`config.mk`:
```
export PLATFORM = sky130hd
export DESIGN_NAME = rmw_reset_manager
export DESIGN_NICKNAME = d
export VERILOG_FILES = /design/src/hdl/rmw_pkg.sv /design/src/hdl/rmw_reset_manager.sv
export VERILOG_INCLUDE_DIRS = /design/src /design/src/hdl
export SDC_FILE = /design/constraint.sdc
export NUM_CORES = 1
export LEC_CHECK = 0
export ABC_AREA = 1
export BUFFER_PORTS_ARGS = -buffer_cell sky130_fd_sc_hd__clkbuf_2
export CAP_MARGIN = 20
export CORE_ASPECT_RATIO = 1.2
export CORE_MARGIN = 10
export CORE_UTILIZATION = 60
export DETAILED_ROUTE_END_ITERATION = 8
export GPL_ROUTABILITY_DRIVEN = 0
export MAX_ROUTING_LAYER = met4
export PLACE_DENSITY = 0.81
export RECOVER_POWER = 100
export SETUP_SLACK_MARGIN = 0.4
export SLEW_MARGIN = 0
export SYNTH_ARGS = -nofsm -noshare
export SYNTH_HDL_FRONTEND = slang
export SYNTH_SLANG_ARGS = --single-unit
```
`constraint.sdc`:
```
create_clock -name ref_clk -period 2.8 [get_ports ref_clk]
set_input_delay 0.14 -clock ref_clk [delete_from_list [all_inputs] [get_ports ref_clk]]
set_output_delay 0.14 -clock ref_clk [all_outputs]
set_load 0.05 [all_outputs]
```
`src/hdl/rmw_map.svh`:
```
// Function
// - Five hardware reset sources are accepted
// - Cold reset from power-on, and from the pin on the newer variant
// - System reset from cold or enabled sources
// - Port reset follows system when enabled
// - Combo, timeout, bad-address skip doze and cold
// - Pin on newer variant asserts all four
// - Power-on reset held five to twenty ms
// - Pin reset stretched per variant after release
// - Timeout reset needs enable and expiry
// - Timeout enable cleared only by cold reset
// - Bad address with enable causes reset
// - Doze request needs unlock, reads zero
// - Separate cause flags, none means power-on
// - Pin wake from doze sets both flags
// - Key 0x0a then 0x03 clears counter
// - Other watchdog write between keys abandons clear
// - Four-bit counter, reset at eight
// - Timeout at least two seconds
// - Counter runs on slow tick, stops without rc
// - Control register bit layout, cold cleared
// - Cause register bit layout
// - Watchdog register key write, count read
//
// Register offsets, field positions and timing counts of the reset manager.
// Assumes a 100 MHz reference clock and a byte-wide register port.
`ifndef RMW_MAP_SVH
`define RMW_MAP_SVH

`define RMW_ADDR_CAUSE      2'h0
`define RMW_ADDR_CTRL       2'h1
`define RMW_ADDR_WDOG       2'h2

`define RMW_CTRL_UNLOCK     7
`define RMW_CTRL_PORTEN     6
`define RMW_CTRL_BADEN      5
`define RMW_CTRL_WDEN       4

`define RMW_CAUSE_DOZE      7
`define RMW_CAUSE_BAD       5
`define RMW_CAUSE_WD        4
`define RMW_CAUSE_COMBO     3
`define RMW_CAUSE_PIN       2
`define RMW_CAUSE_PINDOZE   1

`define RMW_KEY_FIRST       4'ha
`define RMW_KEY_SECOND      4'h3
`define RMW_WD_LIMIT        4'h8

`define RMW_CLK_NS          10
`define RMW_POR_MIN_MS      5
`define RMW_PIN_OLD_MIN_US  20
`define RMW_PIN_NEW_MIN_MS  5
`define RMW_POR_CYCLES     ((`RMW_POR_MIN_MS * 1000000 + `RMW_CLK_NS - 1) / `RMW_CLK_NS)
`define RMW_PIN_OLD_CYCLES ((`RMW_PIN_OLD_MIN_US * 1000 + `RMW_CLK_NS - 1) / `RMW_CLK_NS)
`define RMW_PIN_NEW_CYCLES ((`RMW_PIN_NEW_MIN_MS * 1000000 + `RMW_CLK_NS - 1) / `RMW_CLK_NS)

`endif

```
`src/hdl/rmw_pkg.sv`:
```
// Types shared by the reset manager.
// Assumes the constants come from rmw_map.svh.
package rmw_pkg;
  // Watchdog key sequence state
  typedef enum logic [0:0] {
    RMW_KEY_IDLE  = 1'b0,
    RMW_KEY_ARMED = 1'b1
  } rmw_key_t;
  typedef logic [7:0] rmw_byte_t;
endpackage : rmw_pkg

```
`src/hdl/rmw_reset_manager.sv`:
```
// Reset manager with cause flags, doze request and key-serviced watchdog.
// Assumes one 100 MHz clock; pin and combo inputs are asynchronous, the
// power-on detector, bad-address and tick inputs are on ref_clk.
//
// Strobed register access and the register addresses were left to the implementer.
`include "rmw_map.svh"
`timescale 1ns/1ps
`default_nettype none
module rmw_reset_manager #(
  parameter int unsigned PorCycles    = `RMW_POR_CYCLES,
  parameter int unsigned PinOldCycles = `RMW_PIN_OLD_CYCLES,
  parameter int unsigned PinNewCycles = `RMW_PIN_NEW_CYCLES,
  parameter bit          NewVariant   = 1'b1
) (
  // Clock and reset
  input  wire logic              ref_clk,
  input  wire logic              reset_n,
  // Reset sources
  input  wire logic              powerOnDetect,
  input  wire logic              resetPin,
  input  wire logic              portComboReq,
  input  wire logic              badAddressError,
  // Watchdog clocking
  input  wire logic              lowPrescTick,
  input  wire logic              rcOscEnable,
  // Register port
  input  wire logic [1:0]        regAddr,
  input  wire rmw_pkg::rmw_byte_t regWdata,
  input  wire logic              regWrite,
  input  wire logic              regRead,
  output var  rmw_pkg::rmw_byte_t regRdata,
  // Internal resets
  output logic                   coldReset,
  output logic                   systemReset,
  output logic                   portSetupReset,
  output logic                   dozeReset
);
  import rmw_pkg::*;

  // Overview of the reset fan-out
  // - The power-on stretch drives the cold source; on the newer variant
  //   the stretched pin joins it, so the pin clears the control bits and watchdog state there.
  // - Warm sources (pin, port combination, enabled timeout, enabled bad
  //   address) raise the system reset and, when enabled, the port reset.
  // - The doze request only raises the doze reset and is left by the pin.
  // - Every internal reset is registered once, so outputs trail their
  //   sources by one clock; consumers see clean, glitch-free levels.
  // - Cause flags survive warm resets and clear only on power-on or on a
  //   software write, so the boot code can read why it restarted.
  // Limitation: the stretch counters are 32 bits wide to cover the
  // millisecond spans at the reference clock; a slower clock would let
  // them shrink, but the width is kept fixed for one build.

  // Synchronisers for asynchronous pins
  logic pinMeta_r, pinSync_r, comboMeta_r, comboSync_r;
  always_ff @(posedge ref_clk) begin
    pinMeta_r   <= resetPin;
    pinSync_r   <= pinMeta_r;
    comboMeta_r <= portComboReq;
    comboSync_r <= comboMeta_r;
  end

  // Power-on stretch: held from detection until the counter expires
  logic [31:0] porCnt_r;
  logic        porActive;
  assign porActive = powerOnDetect || (porCnt_r != 32'h0);
  always_ff @(posedge ref_clk) begin
    if (!reset_n || powerOnDetect) begin
      porCnt_r <= PorCycles;
    end else if (porCnt_r != 32'h0) begin
      porCnt_r <= porCnt_r - 32'h1;
    end
  end

  // Pin stretch: counter reloads while the pin is high
  logic [31:0] pinCnt_r;
  logic        pinActive;
  assign pinActive = pinSync_r || (pinCnt_r != 32'h0);
  always_ff @(posedge ref_clk) begin
    if (!reset_n) begin
      pinCnt_r <= 32'h0;
    end else if (pinSync_r) begin
      // Stretch length depends on variant
      pinCnt_r <= NewVariant ? PinNewCycles : PinOldCycles;
    end else if (pinCnt_r != 32'h0) begin
      pinCnt_r <= pinCnt_r - 32'h1;
    end
  end

  // Cold domain: power-on, and the pin on the newer variant
  logic coldSrc;
  assign coldSrc = porActive || (NewVariant && pinActive);

  // Control register
  logic unlock_r, portEn_r, badEn_r, wdEn_r;
  logic wrCause, wrCtrl, wrWdog;
  assign wrCause = regWrite && (regAddr == `RMW_ADDR_CAUSE);
  assign wrCtrl  = regWrite && (regAddr == `RMW_ADDR_CTRL);
  assign wrWdog  = regWrite && (regAddr == `RMW_ADDR_WDOG);

  // Control bits clear on cold reset; timeout enable is sticky
  always_ff @(posedge ref_clk) begin
    if (!reset_n || coldSrc) begin
      unlock_r <= 1'b0;
      portEn_r <= 1'b0;
      badEn_r  <= 1'b0;
      wdEn_r   <= 1'b0;
    end else if (wrCtrl) begin
      unlock_r <= regWdata[`RMW_CTRL_UNLOCK];
      portEn_r <= regWdata[`RMW_CTRL_PORTEN];
      badEn_r  <= regWdata[`RMW_CTRL_BADEN];
      // Software may set but never clear
      wdEn_r   <= wdEn_r | regWdata[`RMW_CTRL_WDEN];
    end
  end

  // Watchdog counter and key sequence
  logic [3:0] wdCnt_r;
  rmw_key_t   keyState_r;
  logic       keyOk, armKey, wdExpired, wdTick;
  assign keyOk = wrWdog && (keyState_r == RMW_KEY_ARMED)
                 && (regWdata[3:0] == `RMW_KEY_SECOND);
  // First key seen on a watchdog write
  assign armKey = wrWdog && (regWdata[3:0] == `RMW_KEY_FIRST);
  assign wdExpired = (wdCnt_r == `RMW_WD_LIMIT);
  // Tick only counts while the RC source keeps the prescaler alive
  assign wdTick = lowPrescTick && rcOscEnable;

  // Key sequencer: any other watchdog write abandons the sequence, while
  // writes to the other registers leave it armed
  always_ff @(posedge ref_clk) begin
    if (!reset_n || coldSrc) begin
      keyState_r <= RMW_KEY_IDLE;
    end else if (wrWdog) begin
      case (keyState_r)
        // Only the first key arms the sequence
        RMW_KEY_IDLE: begin
          keyState_r <= armKey ? RMW_KEY_ARMED : RMW_KEY_IDLE;
        end
        // Second key or a foreign value returns to idle; a repeated
        // first key keeps the sequence armed
        RMW_KEY_ARMED: begin
          keyState_r <= armKey ? RMW_KEY_ARMED : RMW_KEY_IDLE;
        end
        default: begin
          keyState_r <= RMW_KEY_IDLE;
        end
      endcase
    end
  end

  // Counter saturates at eight so the timeout holds until serviced
  always_ff @(posedge ref_clk) begin
    if (!reset_n || coldSrc || keyOk) begin
      wdCnt_r <= 4'h0;
    end else if (wdTick && !wdExpired) begin
      wdCnt_r <= wdCnt_r + 4'h1;
    end
  end

  // Source qualification
  logic wdReset, badReset, comboReset, warmSrc;
  assign wdReset    = wdEn_r && wdExpired;
  assign badReset   = badEn_r && badAddressError;
  assign comboReset = comboSync_r;
  assign warmSrc    = wdReset || badReset || comboReset
                      || pinActive;

  // Doze request: self clearing, needs unlock
  logic dozeReq, doze_r, doze_nxt;
  assign dozeReq  = wrCause && regWdata[`RMW_CAUSE_DOZE] && unlock_r;
  assign doze_nxt = dozeReq ? 1'b1 : (pinActive ? 1'b0 : doze_r);
  always_ff @(posedge ref_clk) begin
    if (!reset_n || porActive) begin
      doze_r <= 1'b0;
    end else begin
      doze_r <= doze_nxt;
    end
  end

  // Cause flags: set wins over the clearing write
  logic [5:1] cause_r, causeSet;
  assign causeSet[5] = badReset;
  assign causeSet[4] = wdReset;
  assign causeSet[3] = comboReset;
  assign causeSet[2] = pinSync_r;
  assign causeSet[1] = pinSync_r && doze_r;
  // One flag per cause bit; a new event wins over the clearing write
  for (genvar gi = 1; gi <= 5; gi++) begin : g_cause
    logic flag_r;  // Sticky flag of this cause
    always_ff @(posedge ref_clk) begin
      if (!reset_n || porActive) begin
        flag_r <= 1'b0;
      end else if (causeSet[gi]) begin
        flag_r <= 1'b1;
      end else if (wrCause) begin
        flag_r <= 1'b0;
      end
    end
    assign cause_r[gi] = flag_r;
  end : g_cause

  // Read data one cycle after the strobe
  logic [7:0] rdMux;
  assign rdMux = (regAddr == `RMW_ADDR_CAUSE) ?
                   {2'b00, cause_r[5:2], cause_r[1], 1'b0} :
                 (regAddr == `RMW_ADDR_CTRL) ?
                   {unlock_r, portEn_r, badEn_r, wdEn_r, 4'h0} :
                 (regAddr == `RMW_ADDR_WDOG) ?
                   {4'h0, wdCnt_r} : 8'h00;
  always_ff @(posedge ref_clk) begin
    if (!reset_n) begin
      regRdata <= 8'h00;
    end else begin
      regRdata <= regRead ? rdMux : 8'h00;
    end
  end

  // Internal resets
  always_ff @(posedge ref_clk) begin
    if (!reset_n) begin
      coldReset      <= 1'b1;
      systemReset    <= 1'b1;
      portSetupReset <= 1'b1;
      dozeReset      <= 1'b1;
    end else begin
      coldReset      <= coldSrc;
      systemReset    <= coldSrc || warmSrc;
      portSetupReset <= coldSrc || (portEn_r && warmSrc);
      dozeReset      <= coldSrc || doze_r;
    end
  end
endmodule : rmw_reset_manager
`default_nettype wire

```
======== After elaboration in Yosys (flattened, before gate mapping) ========
Index checks and enable logic that the tools add are counted.
storage, ports and cells
  register bits after elaboration ......... 95
  bits of input ports ..................... 20
  output and inout bits ................... 12
operators by class
  $add $sub $neg .......................... 3
  eq/ne operators ......................... 5
  muxes and demuxes ....................... 14
  bitwise logic cells ..................... 4
  reductions and logical operators ........ 43
operators with widths
  cell                     count
  $reduce_bool A32 Y1      2
  $sub A32 B1 Y32 const B  2
  $mux W19                 2
  $logic_and A1 B1 Y1      14
  $reduce_bool A2 Y1       7
  $logic_or A1 B1 Y1       13
  $mux W1                  9
  $eq A4 B4 Y1 const B     2
  $mux W8                  1
  $mux W6                  1
  $reduce_or A5 Y1         1
  $add A4 B1 Y4 const B    1
  $eq A4 B2 Y1 const B     1
  $mux W4                  1
  $not A1 Y1               3
  $reduce_or A3 Y1         1
  $eq A2 B1 Y1 const B     1
  $eq A2 B2 Y1 const B     1
  $logic_not A1 Y1         2
  $logic_not A2 Y1         1
  $reduce_and A2 Y1        1
  $reduce_or A2 Y1         1
  $or A1 B1 Y1             1

======== Longest topological paths before layout ========
Gate-level depths: netlist (run 1).
  depth after elaboration ................. 7
  gate-level depth with buffers ........... 11
  depth with buffers taken out ............ 11

======== Worst setup path after synthesis (run 1) ========
OpenSTA, ideal clock, no wires.
  kind .................................... register -> register
  start point ............................. register porCnt_r[0]
  end point ............................... register porCnt_r[26]
  library setup time ...................... 0.128 ns
  arrival time ............................ 1.319 ns
  required time ........................... 2.672 ns
  slack ................................... 1.354 ns
  cell stages (with the launch flop) ...... 10
  buffers on the path ..................... 0
  cells stage by stage .................... dfxtp_1 inv_1 ha_1 nand2_1 nor2_4 nand2_1 o21ai_0 nand2_1 nand2_1 nor2_1
between the ends
  cells in the longest elaborated chain, start to end .. 1
  elaborated cells between the ends (all ways) .. 2
  classes of those cells .................. add/sub (1); reduce/logical (1)
ends and longest elaborated chain
  element                                                        RTL line                                          text
  start: declaration                                             rmw_reset_manager.sv:64                           logic [31:0] porCnt_r;
  start signal: assignment                                       rmw_reset_manager.sv:69                           porCnt_r <= PorCycles;
  start signal: assignment                                       rmw_reset_manager.sv:71                           porCnt_r <= porCnt_r - 32'h1;
  $sub A32 B1 Y32 / $reduce_bool A32 Y1 (equally long branches)  rmw_reset_manager.sv:71, rmw_reset_manager.sv:70
Parallel ways exist; a longest one is shown, timed or not.
A chain may end at the register's enable or synchronous reset.

======== Worst setup path after layout (run 1) ========
  start point ............................. register porCnt_r[0]
  end point ............................... register unlock_r
between the ends
  cells in the longest elaborated chain, start to end .. 4
ends and longest elaborated chain
  element                 RTL line                  text
  $reduce_bool A32 Y1     rmw_reset_manager.sv:66   assign porActive = powerOnDetect || (porCnt_r != 32'h0);
  $logic_or A1 B1 Y1      rmw_reset_manager.sv:66
  $logic_or A1 B1 Y1      rmw_reset_manager.sv:92   assign coldSrc = porActive || (NewVariant && pinActive);
  $logic_or A1 B1 Y1      rmw_reset_manager.sv:103  if (!reset_n || coldSrc) begin
  end signal: assignment  rmw_reset_manager.sv:109  unlock_r <= regWdata[`RMW_CTRL_UNLOCK];
  end: declaration        rmw_reset_manager.sv:95   logic unlock_r, portEn_r, badEn_r, wdEn_r;
No other way between the ends.

==> run summary, run 1 <==
- 95 — #FFs+latches synth
- 861 — total instance count after detailed placement
- 880 — count of placed standard cells in the final layout, fillers left out
- 102.6 um — Die Wd
- 7.794% — Layout Area Growth over Synthesis
- 38.72% — proportion of netlist area held by the largest area contributor
- 26 — maximum number of pins on one net before global-route repair
- 548 um — routed length on met3
- 0 — total congestion overflow after global routing
- 2.41 ns — CP arrival
- 0 — Final Hold Viols
- false — unrepaired setup endpoints after global routing
- 0 — number of setup buffers added after CTS
- 3 — count of hold-fix buffers inserted at cts
- 0 — initial antenna violation count
- 9046 um — hpwl dp
- 0 — ant diodes
- 12220 um^2 — floorplan die area
- complete, no violations — status
- 9 — clock buffers created by TritonCTS
- 770 — number of nets in the synthesized netlist
- 13.42 um — average wire per standard cell
- 473.1 MHz — achievable frequency
- 0 — post_cts resized
- 2 — buffers from clock root to sink, at most
- 6.602 um^2 — synthesized area per cell
- 38.72% — proportion of synthesized chip area in sequential cells
- clkbuf_8 — root buf cell
- 20520 um — global-route wire length before repair
- register to register — worst setup path category
- 0 — number of design rule violations left after detail routing
- 194 — DRC violation total after the first TritonRoute iteration
- 2.328 nW — total leakage power
- 32 — Synth cell types
- 95 — number of sinks driven by the clock tree
- 0 — maximum capacitance violations
- 4608 — vias in the first global route
- 522.4 nW/um^2 — power per standard cell area
- 119.1 um — die outline height
- 0.8583 ns — transition time at the pin with the least slew margin
- 4864 um — met1 layer wirelength in the final routing
- 5970 um — Routed met2 length
- input pin to register — Tightest Hold Check Type
- 7.643% — fraction of final layout cells sized beyond drive strength 1
- 42.64% — Relative slew margins
- met4 — uppermost signal routing layer after detailed routing
- 60.92% — effective utilization at floorplan
- 31 — IO buf count
- 0 ns — Sum Neg Setup Slack
- 0 — number of pins exceeding their max-slew limit in the final report
- dfxtp_1 — Yosys top cell by area
- 8 — worst-path fanout max
- register — Critical Path Source Type
- 32 — IO Count
- register — nature of the critical path endpoint
- 2.114 ns — fin crit period
- 0 — number of enable flip-flop cells after synthesis
- dfxtp_1 (39%), nand2_1 (16%), nor2_1 (14%) — leading post-synthesis cells by cell area
- dfxtp_1 — prevailing post-synth register cell
- 4912 um^2 — cell area after synthesis
- 4619 — total via count after detailed routing
- 806 — number of nets in the layout
- 3 — count of H-tree levels built during CTS
- 744 — Synth Instances
- 0 — remaining antenna violation count
- 36 — number of rows created at floorplan
- 0.0003089 V — largest vdd supply drop
- yes — CTS tree
- 3.10 ns — data required time at the worst endpoint
- 0.37 ns — clock latency on the worst-skew pair
- 8063 um^2 — area of the placeable core
- 0 — Ys Warns
- 0.009049 ns — Clock Skew
- 5.249 — routed vias/inst
- 0 — number of endpoints failing setup at the final stage
- 5 — detailed-routing iteration count for the pre-antenna-repair pass
- 21.20% — total routing resource utilization after global routing
- 0.10 ns — clock-pin slew of the registers on the worst-case setup and hold paths
- 11810 um — Routed WL
- nand2_1 — most common cell in the synthesized netlist
- 0% — ys async rst share
- 75.48% — period utilisation layout
- nand2_1 (208), nor2_1 (177), dfxtp_1 (95), inv_1 (64), nand3_1 (41) — most numerous cell types in the synthesized netlist
==> kinds of logic after synthesis <==
logic type / synth area share [%]
simple gates: 41.24
flops: 38.72
buf+inv: 6.648
compound gates: 5.629
xor+xnor: 6.241
fa+ha+maj: 1.528
==> cell type report <==
cell class | instances | area (um^2)
Fill cell | 753 | 2768
Clock buffer | 11 | 141.4
Inverter | 72 | 270.3
Clock inverter | 5 | 63.81
Tap cell | 95 | 118.9
Sequential cell | 95 | 1902
Multi-Input combinational cell | 568 | 2630
Timing Repair Buffer | 34 | 168.9
==> report_power, final <==
part / switching, mW / internal, mW / total [mW]
Clock: 0.490 / 0.446 / 0.935
Combinational: 0.271 / 0.137 / 0.409
Sequential: 0.0365 / 1.39 / 1.42
Total: 0.797 / 1.97 / 2.77
==> metrics by stage <==
step	power, mW	utilization (%)	hold slack (ns)	area, um^2	setup WS, ns
detailed placement	1.855	63.63	0.2494	5130	0.8877
global placement	1.845	63.63	0.2439	5130	0.9429
CTS	2.787	66.54	0.01015	5365	0.8697
global route	2.910	65.67	0.003435	5295	0.4272
floorplan	1.758	-	0.1677	4912	1.354
finish	2.766	65.67	0.02494	5295	0.6864
==> registers in the layout, indices dropped and copies added (netlist names), 4 cells and up <==
| name | flops |
|---|---|
| pinCnt_r | 32 |
| porCnt_r | 32 |
| regRdata | 8 |
| wdCnt_r | 4 |
| g_cause.flag_r | 5 |
==> placed cells by master, fill, tap and decap left out, types with 2 or more instances in the layout <==
cell type | synthesis | final
xnor2_1 | 26 | 26
nor2_1 | 177 | 181
xor2_1 | 9 | 9
nand4_1 | 5 | 5
dlygate4sd3_1 | 0 | 3
a21oi_1 | 24 | 27
nor3_1 | 9 | 9
dfxtp_1 | 95 | 95
nor2_8 | 2 | 2
nor2_4 | 4 | 2
inv_2 | 8 | 6
clkbuf_2 | 0 | 18
and2_1 | 3 | 3
ha_1 | 6 | 6
nor2_2 | 12 | 10
clkbuf_1 | 3 | 14
clkbuf_8 | 0 | 10
nand3_1 | 41 | 42
nand2_2 | 5 | 4
a22oi_1 | 2 | 2
inv_1 | 64 | 66
nand2_1 | 208 | 211
o21ai_0 | 17 | 17
or2_2 | 2 | 2
nand3b_1 | 5 | 5
inv_6 | 0 | 2
==> worst paths after layout <==
path              depth (start not counted)     endpoint  slack [ns]         from
setup reg to reg                         10     unlock_r        0.69  porCnt_r[0]
hold reg to reg                           0    pinSync_r        0.34    pinMeta_r
setup / recovery                         10     unlock_r        0.69  porCnt_r[0]
hold / removal                            3  regRdata[0]        0.02   regAddr[1]
==> routing by layer <==
| layer | global-route usage, % | up-vias |
|---|---|---|
| met5 | - | - |
| met4 | 10.34 | 0 |
| met3 | 4.453 | 34 |
| met2 | 35.00 | 118 |
| met1 | 23.53 | 2088 |
| li1 | - | 2379 |
==> critical path, stage by stage, from the launching register on <==
cell and delay (ns):
dfxtp_1 0.34, inv_1 0.15, ha_1 0.23, nand2_1 0.07
nor2_1 0.10, nand2_1 0.05, nor2_1 0.18, nand2_1 0.30
nor2_8 0.23, nand2_1 0.21, a21oi_1 0.19
Note: power is estimated with default switching activity, not from simulation.
==> run 2: changes to the inputs <==
==> constraint.sdc (replaced) <==
create_clock -name ref_clk -period 2.1 [get_ports ref_clk]
set_input_delay 0.105 -clock ref_clk [delete_from_list [all_inputs] [get_ports ref_clk]]
set_output_delay 0.105 -clock ref_clk [all_outputs]
set_load 0.05 [all_outputs]
==> run summary, run 2 (synthesis gave the netlist of run 1 again) <==
- inv_2, ha_1, nand2_1, nor2_1, nand2_1, nor2_1, nand2_1, nor2_8, nand3_2, nor2_1 — Cell Chain, Critical Path
- pinCnt_r: 32 flops, porCnt_r: 32 flops, regRdata: 8 flops — registers with the most flip-flops
- 5167 um^2 — DP Area, +0.73%
- 267 — DRC violation total after the first TritonRoute iteration, +38%
- 9247 um — hpwl dp, +2.2%
- 0.4595 ns — worst setup timing slack at the placement stage, -0.4281 ns
- 0.01645 ns — Clock Skew, +0.007397 ns
- 0.37 ns — clock latency on the worst-skew pair, about the same
- 0.6447 ns — transition time at the pin with the least slew margin, -0.2136 ns
- 0 — remaining antenna violation count, unchanged
- 0.35 ns — Critical Path Max Stage Delay, about the same
- 36 — number of rows created at floorplan, unchanged
- 3 — count of H-tree levels built during CTS, unchanged
- 4753 — total via count after detailed routing, +2.9%
- 817 — number of nets in the layout, +1.4%
- 2.41 ns — data required time at the worst endpoint, -0.69 ns
- 10 — logic depth of the worst setup path including buffers, unchanged
- 0.0004216 V — largest vdd supply drop, +36%
- register — Critical Path Source Type
- 9.422% — fraction of final layout cells sized beyond drive strength 1, +1.8 points
- porCnt_r[0] — critical register-to-register path startpoint
- 0.26 ns — setup slack, reg-to-reg, -0.42 ns
- 0.2631 ns — worst setup margin, -0.4234 ns
- input pin to register — Tightest Hold Check Type
- 0 — number of pins exceeding their max-slew limit in the final report, unchanged
- simple AND/OR/NAND/NOR gates — family with the most delay on the worst path
- 0 — Final Hold Viols, unchanged
- 13.70 um — average wire per standard cell, +2.1%
- 0 — ant diodes, unchanged
- 12220 um^2 — floorplan die area, unchanged
- 20.84% — total routing resource utilization after global routing, -0.36 points
- 20170 um — global-route wire length before repair, -1.7%
- 57.21% — Relative slew margins, +15 points
- 0 — total congestion overflow after global routing, unchanged
- 1.837 ns — fin crit period, -0.2766 ns
- 6 — worst-path fanout max, -2
- 5.334 — routed vias/inst, +1.6%
- 5 — detailed-routing iteration count for the pre-antenna-repair pass, unchanged
- 5384 um^2 — cell area after layout, +1.7%
- 31 — IO buf count, unchanged
- true — unrepaired setup endpoints after global routing
- porCnt_r[0] — origin of the worst setup path
- yes — CTS tree
- 10 — depth of the worst register-to-register path, unchanged
- wdCnt_r[1] — endpoint of the worst register-to-register path
- 9.603% — Layout Area Growth over Synthesis
- 2.385 nW — total leakage power, +2.4%
- 0 — number of design rule violations left after detail routing, unchanged
- dfxtp_1 — standard cell with the maximum stage delay on the critical path
- 60.92% — effective utilization at floorplan, unchanged
- nand2_1 (210), nor2_1 (177), dfxtp_1 (95) — commonest cells after routing, fill and taps aside
- 0 ns — Sum Neg Setup Slack, unchanged
- 102.6 um — Die Wd, unchanged
- register — nature of the critical path endpoint
- 0.10 ns — clock-pin slew of the registers on the worst-case setup and hold paths, about the same
- wdCnt_r[1] — crit path to
- 0 — number of endpoints failing setup at the final stage, unchanged
- 25 — maximum number of pins on one net before global-route repair, -3.8%
- 12210 um — Routed WL, +3.4%
- clkbuf_8 — root buf cell
- complete, no violations — status
- nand2_1 — most common cell after layout, fill and taps aside
- 0 — initial antenna violation count, unchanged
- 87.47% — period utilisation layout, +12 points
- 119.1 um — die outline height, unchanged
- 891 — count of placed standard cells in the final layout, fillers left out, +1.3%
- 32 — IO Count, unchanged
- 4585 — vias in the first global route, -0.50%
- 2 — buffers from clock root to sink, at most, unchanged
- 95 — number of sinks driven by the clock tree, unchanged
- register to register — worst setup path category
- 866 — total instance count after detailed placement, +0.58%
- 1 — worst path bufs/invs, unchanged
- 0 — maximum capacitance violations, unchanged
- 674.1 nW/um^2 — power per standard cell area, +29%
- 8063 um^2 — area of the placeable core, unchanged
- 9 — clock buffers created by TritonCTS, unchanged
- 544.4 MHz — achievable frequency, +15%
- 2.15 ns — CP arrival, -0.26 ns
[run 2: cell types whose count changed in the layout (fill, tap and decap cells not counted), sizes merged]
| cell | previous run | this run |
|---|---|---|
| buf | 0 | 5 |
| bufinv | 1 | 0 |
| clkbuf | 42 | 43 |
| clkinv | 1 | 3 |
| dlygate4sd3 | 3 | 6 |
| inv | 74 | 75 |
[run 2: stage by stage]
step	power [mW]	util, %	hold WS (ns)
finish	3.630	66.78	0.01185
global route	3.797	66.78	-0.003263
global placement	2.468	64.09	0.2078
CTS	3.633	67.19	0.005891
floorplan	2.343	-	0.1327
detailed placement	2.480	64.09	0.2094
[run 2: routing by layer]
metal  wire (um)  up-vias  global-route usage, %  part of all wire [%]
met5           0        -                      -                     0
met4         541        0                  10.34                   4.4
met3         528       49                  3.528                   4.3
met1        5010     2138                  22.51                    41
li1            -     2401                      -                     -
met2        6127      165                  35.64                    50
[run 2: layout make-up]
type	count	area (um^2)
Clock buffer	9	123.9
Multi-Input combinational cell	568	2654
Tap cell	95	118.9
Fill cell	711	2679
Timing Repair Buffer	45	249.0
Inverter	72	270.3
Clock inverter	7	66.31
Sequential cell	95	1902
[run 2: report_power, final]
part           internal [mW]  switching, mW  total [mW]  leakage [nW]
sequential              1.85         0.0473        1.90         0.772
combinational          0.191          0.371       0.562          1.52
clock                  0.457          0.714        1.17        0.0949
total                   2.50           1.13        3.63          2.38
[run 2: how the worst min path moves through the flow]
stage,from,to,slack [ns],cells past startpoint
2_1_floorplan,portComboReq,comboMeta_r,0.13,0
3_3_place_gp,portComboReq,comboMeta_r,0.21,1
3_5_place_dp,portComboReq,comboMeta_r,0.21,1
4_1_cts,regWdata[5],badEn_r,0.006,3
5_1_grt,regWdata[6],portEn_r,-0.003,3
6_report,regWdata[7],unlock_r,0.01,3
[run 2: worst register-to-register path: stages, from the launching register on]
cell and delay, ns:
dfxtp_1 0.35, inv_2 0.10, ha_1 0.19, nand2_1 0.08, nor2_1 0.12, nand2_1 0.06
nor2_1 0.17, nand2_1 0.23, nor2_8 0.23, nand3_2 0.14, nor2_1 0.10
[run 2: what timing repair did]
action                                  CTS  global route
buffers inserted                          0             3
hold buffers                              6             0
endpoints found under the hold margin     5             0
resized for setup                         0            10
endpoints found under the setup margin    0            45
